File: config.mk
export PLATFORM = sky130hd
export DESIGN_NAME = capture_compare_unit
export DESIGN_NICKNAME = d
export VERILOG_FILES = /design/src/inc/capcomp_pkg.sv /design/src/capture_compare_unit.sv
export SDC_FILE = /design/constraint.sdc
export NUM_CORES = 1
export LEC_CHECK = 0
export BUFFER_PORTS_ARGS = -buffer_cell sky130_fd_sc_hd__buf_2
export CORE_MARGIN = 2
export CORE_UTILIZATION = 64
export CTS_BUF_LIST = sky130_fd_sc_hd__clkbuf_2 sky130_fd_sc_hd__clkbuf_4 sky130_fd_sc_hd__clkbuf_8
export DETAILED_ROUTE_END_ITERATION = 10
export PLACE_DENSITY = 0.84
export SYNTH_ARGS = -nofsm -noshare
export SYNTH_HDL_FRONTEND = slang
export SYNTH_SLANG_ARGS = --single-unit
File: constraint.sdc
create_clock -name pclk -period 4 [get_ports pclk]
set_input_delay 0.8 -clock pclk [delete_from_list [all_inputs] [get_ports pclk]]
set_output_delay 0.8 -clock pclk [all_outputs]
set_load 0.005 [all_outputs]
File: src/inc/capcomp_pkg.sv
package capcomp_pkg;

    // register byte offsets on the apb window
    localparam logic [7:0] OFF_CTRL = 8'h00;
    localparam logic [7:0] OFF_PRESC = 8'h04;
    localparam logic [7:0] OFF_TIMER = 8'h08;
    localparam logic [7:0] OFF_RELOAD = 8'h0c;
    localparam logic [7:0] OFF_CMP0 = 8'h10;
    localparam logic [7:0] OFF_CAP0 = 8'h20;
    localparam logic [7:0] OFF_OUTCFG = 8'h28;
    localparam logic [7:0] OFF_CAPCFG = 8'h2c;
    localparam logic [7:0] OFF_FLAGS = 8'h30;
    localparam logic [7:0] OFF_IEN = 8'h34;
    localparam logic [7:0] OFF_STATUS = 8'h38;

    // field positions
    localparam int CTRL_RUN = 0;
    localparam int CTRL_DOWN = 1;
    localparam int CTRL_MODE8 = 2;
    localparam int CTRL_PWM = 3;
    localparam int CTRL_SYM = 4;
    localparam int CTRL_PLLDIV = 8;
    localparam int OUTCFG_EN = 0;
    localparam int OUTCFG_POL = 4;
    localparam int CAPCFG_RISE = 0;
    localparam int CAPCFG_FILT = 2;
    localparam int CAPCFG_EVT = 4;
    localparam int FLAG_OVF = 0;
    localparam int FLAG_CAP = 1;
    localparam int FLAG_CMP = 3;

    // reset values
    localparam logic [15:0] RST_CTRL = 16'h0000;
    localparam logic [9:0] RST_PRESC = 10'h3ff;
    localparam logic [15:0] RST_RELOAD = 16'hffff;
    localparam logic [15:0] RST_CMP = 16'h0000;
    localparam logic [15:0] RST_OUTCFG = 16'h0000;
    localparam logic [15:0] RST_CAPCFG = 16'h0000;

    // timing counts
    localparam logic [9:0] PRESC_TOP = 10'h3ff;
    localparam logic [1:0] FILT_SAMPLES_M1 = 2'h3;
    localparam logic [5:0] PLL_LOCK_REF_CYCLES = 6'h20;

    // multiplier state, one-hot
    typedef enum logic [2:0] {
        PLL_OFF = 3'b001,
        PLL_LOCKING = 3'b010,
        PLL_LOCKED = 3'b100
    } pll_state_t;

    typedef struct packed {
        logic psel;
        logic penable;
        logic pwrite;
        logic [7:0] paddr;
        logic [31:0] pwdata;
        logic [3:0] pstrb;
    } apb_req_t;

    typedef struct packed {
        logic [31:0] prdata;
        logic pready;
        logic pslverr;
    } apb_rsp_t;

endpackage

File: src/capture_compare_unit.sv
`timescale 1ns/10ps
`default_nettype none

// Functional notes
// - 16-bit timer reloads from reload value
// - prescaler divides by 1 to 1024
// - four pwm outputs, polarity, sym/asym
// - seven flags share one interrupt
// - 16-bit writes via high-byte shadow
// - basic mode pclk, pwm mode multiplier
// - multiplier output times 32 reference
// - 4-bit divider feeds multiplier reference
// - 10-bit prescaler reloads at overflow
// - direction bit reverses count at once
// - timer readable and writable while running
// - reload sets overflow flag
// - optional 8-bit counter mode
// - compare acts only when channel enabled
// - match sets compare match flag
// - capture always on, copies timer
// - capture edge rising or falling
// - filter needs four equal samples
// - event counter delays capture
module capture_compare_unit #(
    parameter int NUM_CMP = 4,
    parameter int NUM_CAP = 2
) (
    // clock and reset
    input wire logic pclk,
    input wire logic presetn,
    // register bus
    input wire capcomp_pkg::apb_req_t apb_req,
    output capcomp_pkg::apb_rsp_t apb_rsp,
    // capture pins
    input wire logic [NUM_CAP-1:0] capture_in,
    // compare pins
    output logic [NUM_CMP-1:0] compare_out,
    output logic [NUM_CMP-1:0] compare_oe,
    // shared interrupt
    output logic irq
);

    localparam int NFLAG = 1 + NUM_CAP + NUM_CMP;

    typedef struct packed {
        logic [15:0] ctrl;
        logic [9:0] presc_rld;
        logic [9:0] presc_cnt;
        logic [15:0] timer;
        logic [15:0] reload;
        logic [NUM_CMP-1:0][15:0] cmp;
        logic [NUM_CAP-1:0][15:0] cap;
        logic [15:0] outcfg;
        logic [15:0] capcfg;
        logic [NFLAG-1:0] flags;
        logic [NFLAG-1:0] ien;
        logic [7:0] wshadow;
        logic sym_down;
        logic [NUM_CMP-1:0] toggle;
        logic [NUM_CMP-1:0] out;
        logic [NUM_CAP-1:0] s1;
        logic [NUM_CAP-1:0] s2;
        logic [NUM_CAP-1:0] s3;
        logic [NUM_CAP-1:0] lvl;
        logic [NUM_CAP-1:0][1:0] fcnt;
        logic [NUM_CAP-1:0][3:0] evcnt;
        capcomp_pkg::pll_state_t pll_st;
        logic [3:0] pll_div_cnt;
        logic [5:0] pll_lock_cnt;
        logic [31:0] prdata;
        logic err;
    } state_t;

    state_t r;
    state_t n;

    // shadowed 16-bit write: a high-byte-only write parks in the shadow,
    // a low-byte write commits both bytes at once
    function automatic logic [15:0] wr16(input logic [15:0] old, input logic [7:0] hi,
                                         input logic [31:0] d, input logic [3:0] s);
        logic [15:0] v;
        v = old;
        if (s[0]) begin
            v = {(s[1] ? d[15:8] : hi), d[7:0]};
        end
        return v;
    endfunction

    ////////////////////////////////////////////////////////////////////////
    // next-state logic

    always_comb begin
        logic setup;
        logic wr;
        logic unit_tick;
        logic ptick;
        logic ovf;
        logic down;
        logic sw_timer;
        logic [15:0] top;
        logic [15:0] cur;
        logic [15:0] nt;
        logic [7:0] a;
        logic [31:0] rd;
        logic hit;
        logic sig;
        logic edge_ok;
        logic [NFLAG-1:0] set;
        logic [NFLAG-1:0] clr;
        logic [NUM_CMP-1:0] lvlp;
        setup = 1'b0;
        wr = 1'b0;
        unit_tick = 1'b0;
        ptick = 1'b0;
        ovf = 1'b0;
        down = 1'b0;
        sw_timer = 1'b0;
        top = 16'h0000;
        cur = r.timer;
        nt = r.timer;
        a = apb_req.paddr;
        rd = 32'h0000_0000;
        hit = 1'b1;
        sig = 1'b0;
        edge_ok = 1'b0;
        set = '0;
        clr = '0;
        lvlp = '0;
        n = r;

        // reference divider and multiplier lock; the multiplied clock is
        // faster than pclk, so once locked the unit ticks every pclk
        if (r.pll_div_cnt == r.ctrl[capcomp_pkg::CTRL_PLLDIV +: 4]) begin
            n.pll_div_cnt = 4'h0;
        end else begin
            n.pll_div_cnt = r.pll_div_cnt + 4'h1;
        end
        case (r.pll_st)
            capcomp_pkg::PLL_OFF: begin
                n.pll_lock_cnt = 6'h00;
                if (r.ctrl[capcomp_pkg::CTRL_PWM]) begin
                    n.pll_st = capcomp_pkg::PLL_LOCKING;
                end
            end
            capcomp_pkg::PLL_LOCKING: begin
                if (!r.ctrl[capcomp_pkg::CTRL_PWM]) begin
                    n.pll_st = capcomp_pkg::PLL_OFF;
                end else if (r.pll_div_cnt == 4'h0) begin
                    n.pll_lock_cnt = r.pll_lock_cnt + 6'h01;
                    if (r.pll_lock_cnt == capcomp_pkg::PLL_LOCK_REF_CYCLES - 6'h01) begin
                        n.pll_st = capcomp_pkg::PLL_LOCKED;
                    end
                end
            end
            capcomp_pkg::PLL_LOCKED: begin
                if (!r.ctrl[capcomp_pkg::CTRL_PWM]) begin
                    n.pll_st = capcomp_pkg::PLL_OFF;
                end
            end
            default: begin
                n.pll_st = capcomp_pkg::PLL_OFF;
            end
        endcase

        // clock source select: pclk in basic mode, multiplier in pwm modes
        unit_tick = r.ctrl[capcomp_pkg::CTRL_PWM] ?
                    (r.pll_st == capcomp_pkg::PLL_LOCKED) : 1'b1;

        // free-running prescaler, ratio is 1024 minus reload value
        if (unit_tick) begin
            if (r.presc_cnt == capcomp_pkg::PRESC_TOP) begin
                n.presc_cnt = r.presc_rld;
                ptick = 1'b1;
            end else begin
                n.presc_cnt = r.presc_cnt + 10'h001;
            end
        end
        ptick = ptick & r.ctrl[capcomp_pkg::CTRL_RUN];

        // timer step; direction bit is read every tick so a change
        // reverses the sequence at the next step
        top = r.ctrl[capcomp_pkg::CTRL_MODE8] ? {8'h00, r.reload[7:0]} : r.reload;
        down = r.ctrl[capcomp_pkg::CTRL_DOWN];
        if (r.ctrl[capcomp_pkg::CTRL_PWM] && r.ctrl[capcomp_pkg::CTRL_SYM]) begin
            if (!r.sym_down) begin
                if (cur >= top) begin
                    n.sym_down = 1'b1;
                    nt = cur - 16'h0001;
                end else begin
                    nt = cur + 16'h0001;
                end
            end else if (cur == 16'h0000) begin
                n.sym_down = 1'b0;
                nt = 16'h0001;
                ovf = 1'b1;
            end else begin
                nt = cur - 16'h0001;
            end
        end else if (!down) begin
            if (cur >= top) begin
                nt = 16'h0000;
                ovf = 1'b1;
            end else begin
                nt = cur + 16'h0001;
            end
        end else if (cur == 16'h0000) begin
            nt = top;
            ovf = 1'b1;
        end else begin
            nt = cur - 16'h0001;
        end
        if (r.ctrl[capcomp_pkg::CTRL_MODE8]) begin
            nt = {8'h00, nt[7:0]};
        end
        if (ptick) begin
            n.timer = nt;
            set[capcomp_pkg::FLAG_OVF] = ovf;
        end

        // compare channels
        for (int i = 0; i < NUM_CMP; i++) begin
            if (ptick && r.outcfg[capcomp_pkg::OUTCFG_EN + i] && cur == r.cmp[i]) begin
                set[capcomp_pkg::FLAG_CMP + i] = 1'b1;
                n.toggle[i] = ~r.toggle[i];
            end
            // pwm level is high while timer is below compare; in symmetric
            // mode the triangle count centres the pulse
            lvlp[i] = r.ctrl[capcomp_pkg::CTRL_PWM] ? (r.timer < r.cmp[i]) : r.toggle[i];
            n.out[i] = r.outcfg[capcomp_pkg::OUTCFG_EN + i] &
                       (lvlp[i] ^ r.outcfg[capcomp_pkg::OUTCFG_POL + i]);
        end

        // capture channels: three-stage sync, optional filter, event count
        n.s1 = capture_in;
        n.s2 = r.s1;
        n.s3 = r.s2;
        for (int c = 0; c < NUM_CAP; c++) begin
            sig = (r.s2[c] == r.s3[c]) ? r.s3[c] : r.lvl[c];
            edge_ok = 1'b0;
            if (r.capcfg[capcomp_pkg::CAPCFG_FILT + c]) begin
                if (sig != r.lvl[c]) begin
                    n.fcnt[c] = r.fcnt[c] + 2'h1;
                    if (r.fcnt[c] == capcomp_pkg::FILT_SAMPLES_M1) begin
                        n.lvl[c] = sig;
                        n.fcnt[c] = 2'h0;
                        edge_ok = 1'b1;
                    end
                end else begin
                    n.fcnt[c] = 2'h0;
                end
            end else begin
                n.fcnt[c] = 2'h0;
                n.lvl[c] = sig;
                edge_ok = (sig != r.lvl[c]);
            end
            if (edge_ok && (sig == r.capcfg[capcomp_pkg::CAPCFG_RISE + c])) begin
                if (r.evcnt[c] == r.capcfg[capcomp_pkg::CAPCFG_EVT + 4*c +: 4]) begin
                    n.evcnt[c] = 4'h0;
                    n.cap[c] = r.timer;
                    set[capcomp_pkg::FLAG_CAP + c] = 1'b1;
                end else begin
                    n.evcnt[c] = r.evcnt[c] + 4'h1;
                end
            end
        end

        // apb: read data latched in setup, writes land in the access cycle
        setup = apb_req.psel & ~apb_req.penable;
        wr = apb_req.psel & apb_req.penable & apb_req.pwrite & ~r.err;
        case (a)
            capcomp_pkg::OFF_CTRL: rd = {16'h0000, r.ctrl};
            capcomp_pkg::OFF_PRESC: rd = {22'h000000, r.presc_rld};
            capcomp_pkg::OFF_TIMER: rd = {16'h0000, r.timer};
            capcomp_pkg::OFF_RELOAD: rd = {16'h0000, r.reload};
            capcomp_pkg::OFF_OUTCFG: rd = {16'h0000, r.outcfg};
            capcomp_pkg::OFF_CAPCFG: rd = {16'h0000, r.capcfg};
            capcomp_pkg::OFF_FLAGS: rd = {{(32-NFLAG){1'b0}}, r.flags};
            capcomp_pkg::OFF_IEN: rd = {{(32-NFLAG){1'b0}}, r.ien};
            capcomp_pkg::OFF_STATUS: rd = {29'h0000000, r.pll_st};
            default: hit = 1'b0;
        endcase
        for (int i = 0; i < NUM_CMP; i++) begin
            if (a == capcomp_pkg::OFF_CMP0 + 8'(4*i)) begin
                rd = {16'h0000, r.cmp[i]};
                hit = 1'b1;
            end
        end
        for (int c = 0; c < NUM_CAP; c++) begin
            if (a == capcomp_pkg::OFF_CAP0 + 8'(4*c)) begin
                rd = {16'h0000, r.cap[c]};
                hit = 1'b1;
            end
        end
        if (setup) begin
            n.prdata = hit ? rd : 32'h0000_0000;
            n.err = ~hit;
        end
        if (wr) begin
            if (apb_req.pstrb[1]) begin
                n.wshadow = apb_req.pwdata[15:8];
            end
            case (a)
                capcomp_pkg::OFF_CTRL: n.ctrl = wr16(r.ctrl, r.wshadow,
                                                     apb_req.pwdata, apb_req.pstrb);
                capcomp_pkg::OFF_PRESC: begin
                    if (apb_req.pstrb[0]) begin
                        n.presc_rld = {(apb_req.pstrb[1] ? apb_req.pwdata[9:8] :
                                        r.wshadow[1:0]), apb_req.pwdata[7:0]};
                    end
                end
                capcomp_pkg::OFF_TIMER: begin
                    n.timer = wr16(r.timer, r.wshadow, apb_req.pwdata, apb_req.pstrb);
                    sw_timer = apb_req.pstrb[0];
                end
                capcomp_pkg::OFF_RELOAD: n.reload = wr16(r.reload, r.wshadow,
                                                         apb_req.pwdata, apb_req.pstrb);
                capcomp_pkg::OFF_OUTCFG: n.outcfg = wr16(r.outcfg, r.wshadow,
                                                         apb_req.pwdata, apb_req.pstrb);
                capcomp_pkg::OFF_CAPCFG: n.capcfg = wr16(r.capcfg, r.wshadow,
                                                         apb_req.pwdata, apb_req.pstrb);
                capcomp_pkg::OFF_FLAGS: begin
                    if (apb_req.pstrb[0]) begin
                        clr = apb_req.pwdata[NFLAG-1:0];
                    end
                end
                capcomp_pkg::OFF_IEN: begin
                    if (apb_req.pstrb[0]) begin
                        n.ien = apb_req.pwdata[NFLAG-1:0];
                    end
                end
                default: begin
                end
            endcase
            for (int i = 0; i < NUM_CMP; i++) begin
                if (a == capcomp_pkg::OFF_CMP0 + 8'(4*i)) begin
                    n.cmp[i] = wr16(r.cmp[i], r.wshadow, apb_req.pwdata, apb_req.pstrb);
                end
            end
        end
        if (!sw_timer && ptick) begin
            n.timer = nt;
        end
        // a software write to the timer beats the count of that cycle
        if (sw_timer) begin
            n.timer = wr16(r.timer, r.wshadow, apb_req.pwdata, apb_req.pstrb);
        end

        // a disabled channel goes quiet in the very cycle its pin is released
        n.out = n.out & n.outcfg[capcomp_pkg::OUTCFG_EN +: NUM_CMP];

        // sticky flags; a hardware set in the clear cycle survives
        n.flags = (r.flags & ~clr) | set;
    end

    ////////////////////////////////////////////////////////////////////////
    // state register

    always_ff @(posedge pclk or negedge presetn) begin
        if (!presetn) begin
            r <= '0;
            r.ctrl <= capcomp_pkg::RST_CTRL;
            r.presc_rld <= capcomp_pkg::RST_PRESC;
            r.presc_cnt <= capcomp_pkg::RST_PRESC;
            r.reload <= capcomp_pkg::RST_RELOAD;
            r.cmp <= {NUM_CMP{capcomp_pkg::RST_CMP}};
            r.outcfg <= capcomp_pkg::RST_OUTCFG;
            r.capcfg <= capcomp_pkg::RST_CAPCFG;
            r.pll_st <= capcomp_pkg::PLL_OFF;
        end else begin
            r <= n;
        end
    end

    ////////////////////////////////////////////////////////////////////////
    // outputs

    // zero wait states: data was latched in the setup cycle
    assign apb_rsp = '{prdata: r.prdata, pready: 1'b1,
                       pslverr: r.err & apb_req.psel & apb_req.penable};
    assign compare_out = r.out;
    // pin driven only while the channel is enabled
    assign compare_oe = r.outcfg[capcomp_pkg::OUTCFG_EN +: NUM_CMP];
    assign irq = |(r.flags & r.ien);

endmodule

`default_nettype wire

==> After elaboration in Yosys (flattened, before gate mapping) <==
Index checks and enable logic that the tools add are counted.
Widths: inputs -> output; s select.
{ "totals": {"word_cells": 265, "ff_bits": 293, "in_bits": 51, "output_inout_bits": 43} }
{ "op_classes": {"addsub": 9, "n_reduce_logical": 35, "n_eq_ne": 44, "n_lt_le_gt_ge": 5, "n_bitwise": 27, "mux": 108} }
{ "ops": {"columns": ["operator", "n"], "rows": [
  ["$mux 16", 26],
  ["$mux 32", 7],
  ["$pmux 16 s9", 1],
  ["$mux 96", 1],
  ["$eq 16x16->1", 4],
  ["$lt 16x16->1", 4],
  ["$eq 8x6->1 const B", 7],
  ["$mux 1", 46],
  ["$reduce_and 3->1", 11],
  ["$eq 8x5->1 const B", 4],
  ["$mux 7", 3],
  ["$mux 20", 1],
  ["$mux 4", 5],
  ["$add 16x1->16 const B", 1],
  ["$eq 8x4->1 const B", 2],
  ["$ge 16x16->1", 1],
  ["$logic_not 16->1", 1],
  ["$sub 16x1->16 const B", 1],
  ["$mux 3", 5],
  ["$and 7x7->7", 2],
  ["$mux 2", 7],
  ["$add 4x1->4 const B", 3],
  ["$eq 4x4->1", 3],
  ["$logic_and 1x1->1", 12],
  ["other kinds (34)", 70]
]} }

==> Longest topological paths before layout <==
{ "depth": {"word_depth": 11, "ltp_mapped": 12, "depth_no_buf": 9} }

==> Worst setup path before layout <==
Ideal clock, no wire load.
{ "synth_timing": {"kind": "register to register", "from": "register r[241] (netlist name)", "to": "register r[247] (netlist name)", "path_stages_with_launch": 11, "required_ps": 3844, "arrival_time_ps": 2592, "path_buffers": 1, "period_less_slack_ps": 2748, "slack_ps": 1252, "path_cell_list": "dfrtp_1 clkbuf_1 inv_1 ha_1 nand2b_1 a211o_1 a211o_1 a21oi_2 mux2_2 mux2i_1 a41oi_1"} }
{ "synth_rtl": {"columns": ["element", "line", "source"], "rows": [
  ["from (decl)", "capture_compare_unit.sv:74", "state_t r;"],
  ["from (signal assigned)", "capture_compare_unit.sv:370", "r <= n;"]
]} }

==> flow_summary.json <==
{
  "num_vias": 14600,
  "finalClockSkew_ps": 45.4,
  "postPlaceCellArea_sq_mm": 0.0170,
  "port_buffers": 58,
  "avgSynthCellArea_sq_um": 9.51,
  "grt_use_total": 0.394,
  "filler_cell_count": 1902,
  "routed_via_density": 6.81,
  "rsz0062_at_grt": "no",
  "grt_max_degree": 90,
  "die_w_microns": 165,
  "fp-row-count": 58,
  "cts_buffers": 47,
  "htreeDepth": 2,
  "syn-cell-area_sq_mm": 0.0165,
  "synthArstFlopShare": 1.00,
  "synth_edf_count": 0,
  "core_area_sq_mm": 0.0253,
  "ys_warn_count": 0,
  "wire_per_inst_microns": 24.3,
  "clock-root-buffer": "clkbuf_8",
  "ys.flop_type": "dfrtp_1",
  "ys_ff_latch": 277,
  "holdBufCountCts": 0,
  "drive_gt1_frac": 0.195,
  "cts_sinks": 277,
  "syn_to_final_growth_pct": 9.37,
  "synth_top_cell_area_share": 0.363,
  "hold_class": "in -> async",
  "remaining_drc_errors": 0,
  "seqCellArea_sq_mm": 0.00698,
  "fmax_ghz": 0.287,
  "grt_pass1_vias": 14200,
  "critical_path_class": "reg -> reg",
  "r2r_end": "r[245]",
  "r2r_setup_slack_ps": 520,
  "io_pins": 94,
  "setup_ws_ps": 519,
  "synth_cell_type_count": 82,
  "combPwrFrac": 0.088,
  "required_ps": 4510,
  "ys_top_cells_by_area": "dfrtp_1, ha_1, dfstp_2",
  "finalInstanceArea_sq_mm": 0.0181,
  "gp_congestion": 1.04,
  "multiInputGateArea_sq_mm": 0.00851,
  "finalSetupTns_ps": 0,
  "wirelength_mm": 52.3,
  "cts_tree": "yes",
  "finalMaxSlewViolations": 0,
  "antenna_found_initial": 6,
  "setup_viol": 0,
  "dieArea_sq_mm": 0.0271,
  "pre_cts_ws_ps": 583,
  "grt_overflow": 0,
  "dr.pass1.iters": 7,
  "synth_most_common_cell": "dfrtp_1",
  "initial_utilization": 0.654,
  "maxCapViolCount": 0,
  "switching_share": 0.270,
  "hold_viol_final": 0,
  "power.internal_mw": 4.65,
  "place_hpwl_mm": 37.5,
  "syn_inst": 1737,
  "clk_pin_slew_worst_paths_ps": 70,
  "end_kind": "flip-flop",
  "layout.nets": 1917,
  "post-route-min-period_ps": 3480,
  "dieHeight_microns": 165,
  "yosysSeqAreaShare": 0.422,
  "grt_pass1_wl_mm": 80.9,
  "reg2reg_depth": 10,
  "relSlewSlack": 0.332,
  "r2r-start": "r[279]",
  "post_cts_buffers": 0,
  "power.sequential.fraction": 0.475,
  "post_cts_resized": 0,
  "crit_fanout": 12,
  "clock_latency_ps": 590,
  "synth.cells.most_frequent": "dfrtp_1, nand2_1, o21ai_0, ha_1, inv_1",
  "synth_area_leader_cell": "dfrtp_1",
  "clock_path_buffers": 3,
  "finalCritPeriodShare": 0.870,
  "drtIter0Drc": 2009,
  "powerDensity_mw_per_mm2": 352,
  "clkPwrFrac": 0.437,
  "arrival_ps": 3990,
  "p_sw_mw": 1.72,
  "tightest_slew_ps": 974,
  "status": "finished clean",
  "ir_drop_v": 0.000320,
  "ant_nets": 0,
  "startpoint_type": "flip-flop",
  "power.leakage_nw": 8.22
}
-- worst max path at each step --
| stage | slack, ps | startpoint | endpoint |
|---|---|---|---|
| 2_1_floorplan | 1250 | r[241] | r[247] |
| 3_3_place_gp | 730 | apb_req[37] | r[120] |
| 6_report | 520 | r[279] | r[245] |
| 4_1_cts | 600 | r[279] | r[247] |
| 3_5_place_dp | 580 | apb_req[39] | r[215] |
| 5_1_grt | 400 | r[279] | r[247] |
-- flip-flops by register name (all words and copies together), names as in the netlist --
register / flops
apb_rsp: 16
n: 4
compare_out: 4
compare_oe: 4
r: 249
-- cell usage in the layout, fill, tap and decap left out, types with 17 or more instances in the layout --
master / n
nor3_1: 24
mux2_2: 83
ha_1: 91
buf_2: 57
a21oi_1: 67
nand2b_1: 22
conb_1: 17
nand2_1: 220
mux2i_1: 22
mux2_1: 26
o22ai_1: 18
clkbuf_8: 64
o21ai_0: 143
a21o_1: 20
inv_1: 87
nand4_1: 19
buf_4: 60
nand3_1: 42
xnor2_1: 17
a31oi_1: 17
dfrtp_1: 240
dfstp_2: 37
xor2_1: 25
a22o_1: 18
a22oi_1: 32
nor2_1: 73
-- area by class of cell --
type,instances,share of cell area
Antenna cell,6,0.000831
Clock buffer,74,0.0529
Clock inverter,14,0.00443
Inverter,87,0.0181
Multi-Input combinational cell,1242,0.471
Sequential cell,277,0.386
Tap cell,330,0.0228
Timing Repair Buffer,120,0.0438
-- kinds of logic (layout without fill, tap and decap cells) --
kind of cell / count (synthesis) / in the layout / synth area share
simple gates: 499 / 499 / 0.149
buf+inv: 233 / 295 / 0.0666
other cells: 2 / 23 / 0.000454
fa+ha+maj: 91 / 91 / 0.0689
flops: 277 / 277 / 0.422
mux: 131 / 131 / 0.0876
xor+xnor: 42 / 42 / 0.0223
compound gates: 462 / 462 / 0.183
-- layer usage --
layer | up-vias | share of wire | global-route usage
met5 | - | 0 | 0
met4 | 0 | 0.056 | 0.203
met3 | 251 | 0.13 | 0.104
met2 | 1008 | 0.44 | 0.599
met1 | 7066 | 0.38 | 0.521
li1 | 6316 | - | -
-- power by group through the flow --
stage          Clock (mW)  Sequential [mW]  Combinational, mW
4_1_cts              2.77             3.02              0.555
5_1_grt              2.91             3.04              0.621
6_report             2.78             3.02              0.562
3_5_place_dp            0             3.07              0.552
2_1_floorplan           0             3.04              0.338
3_3_place_gp            0             3.06              0.524
-- worst max-delay path, stage by stage, from the launching register on --
cell and delay, ps:
dfrtp_1 540, nand2b_1 260, ha_1 310, nand4_1 100, a2111oi_0 600, o21a_1 310
a21o_1 480, buf_4 290, nand3_1 90, a31o_1 240, a31oi_1 170
-- per-stage QoR --
step | power, mW | hold slack, ps | cells | util
floorplan | 3.38 | 331 | 1752 | -
global placement | 3.58 | 333 | 2056 | 0.674
detailed placement | 3.62 | 336 | 2056 | 0.674
CTS | 6.34 | 243 | 2144 | 0.715
global route | 6.56 | 273 | 2147 | 0.715
finish | 6.36 | 217 | 2150 | 0.716
No activity file was read; power rests on OpenSTA's default activity.
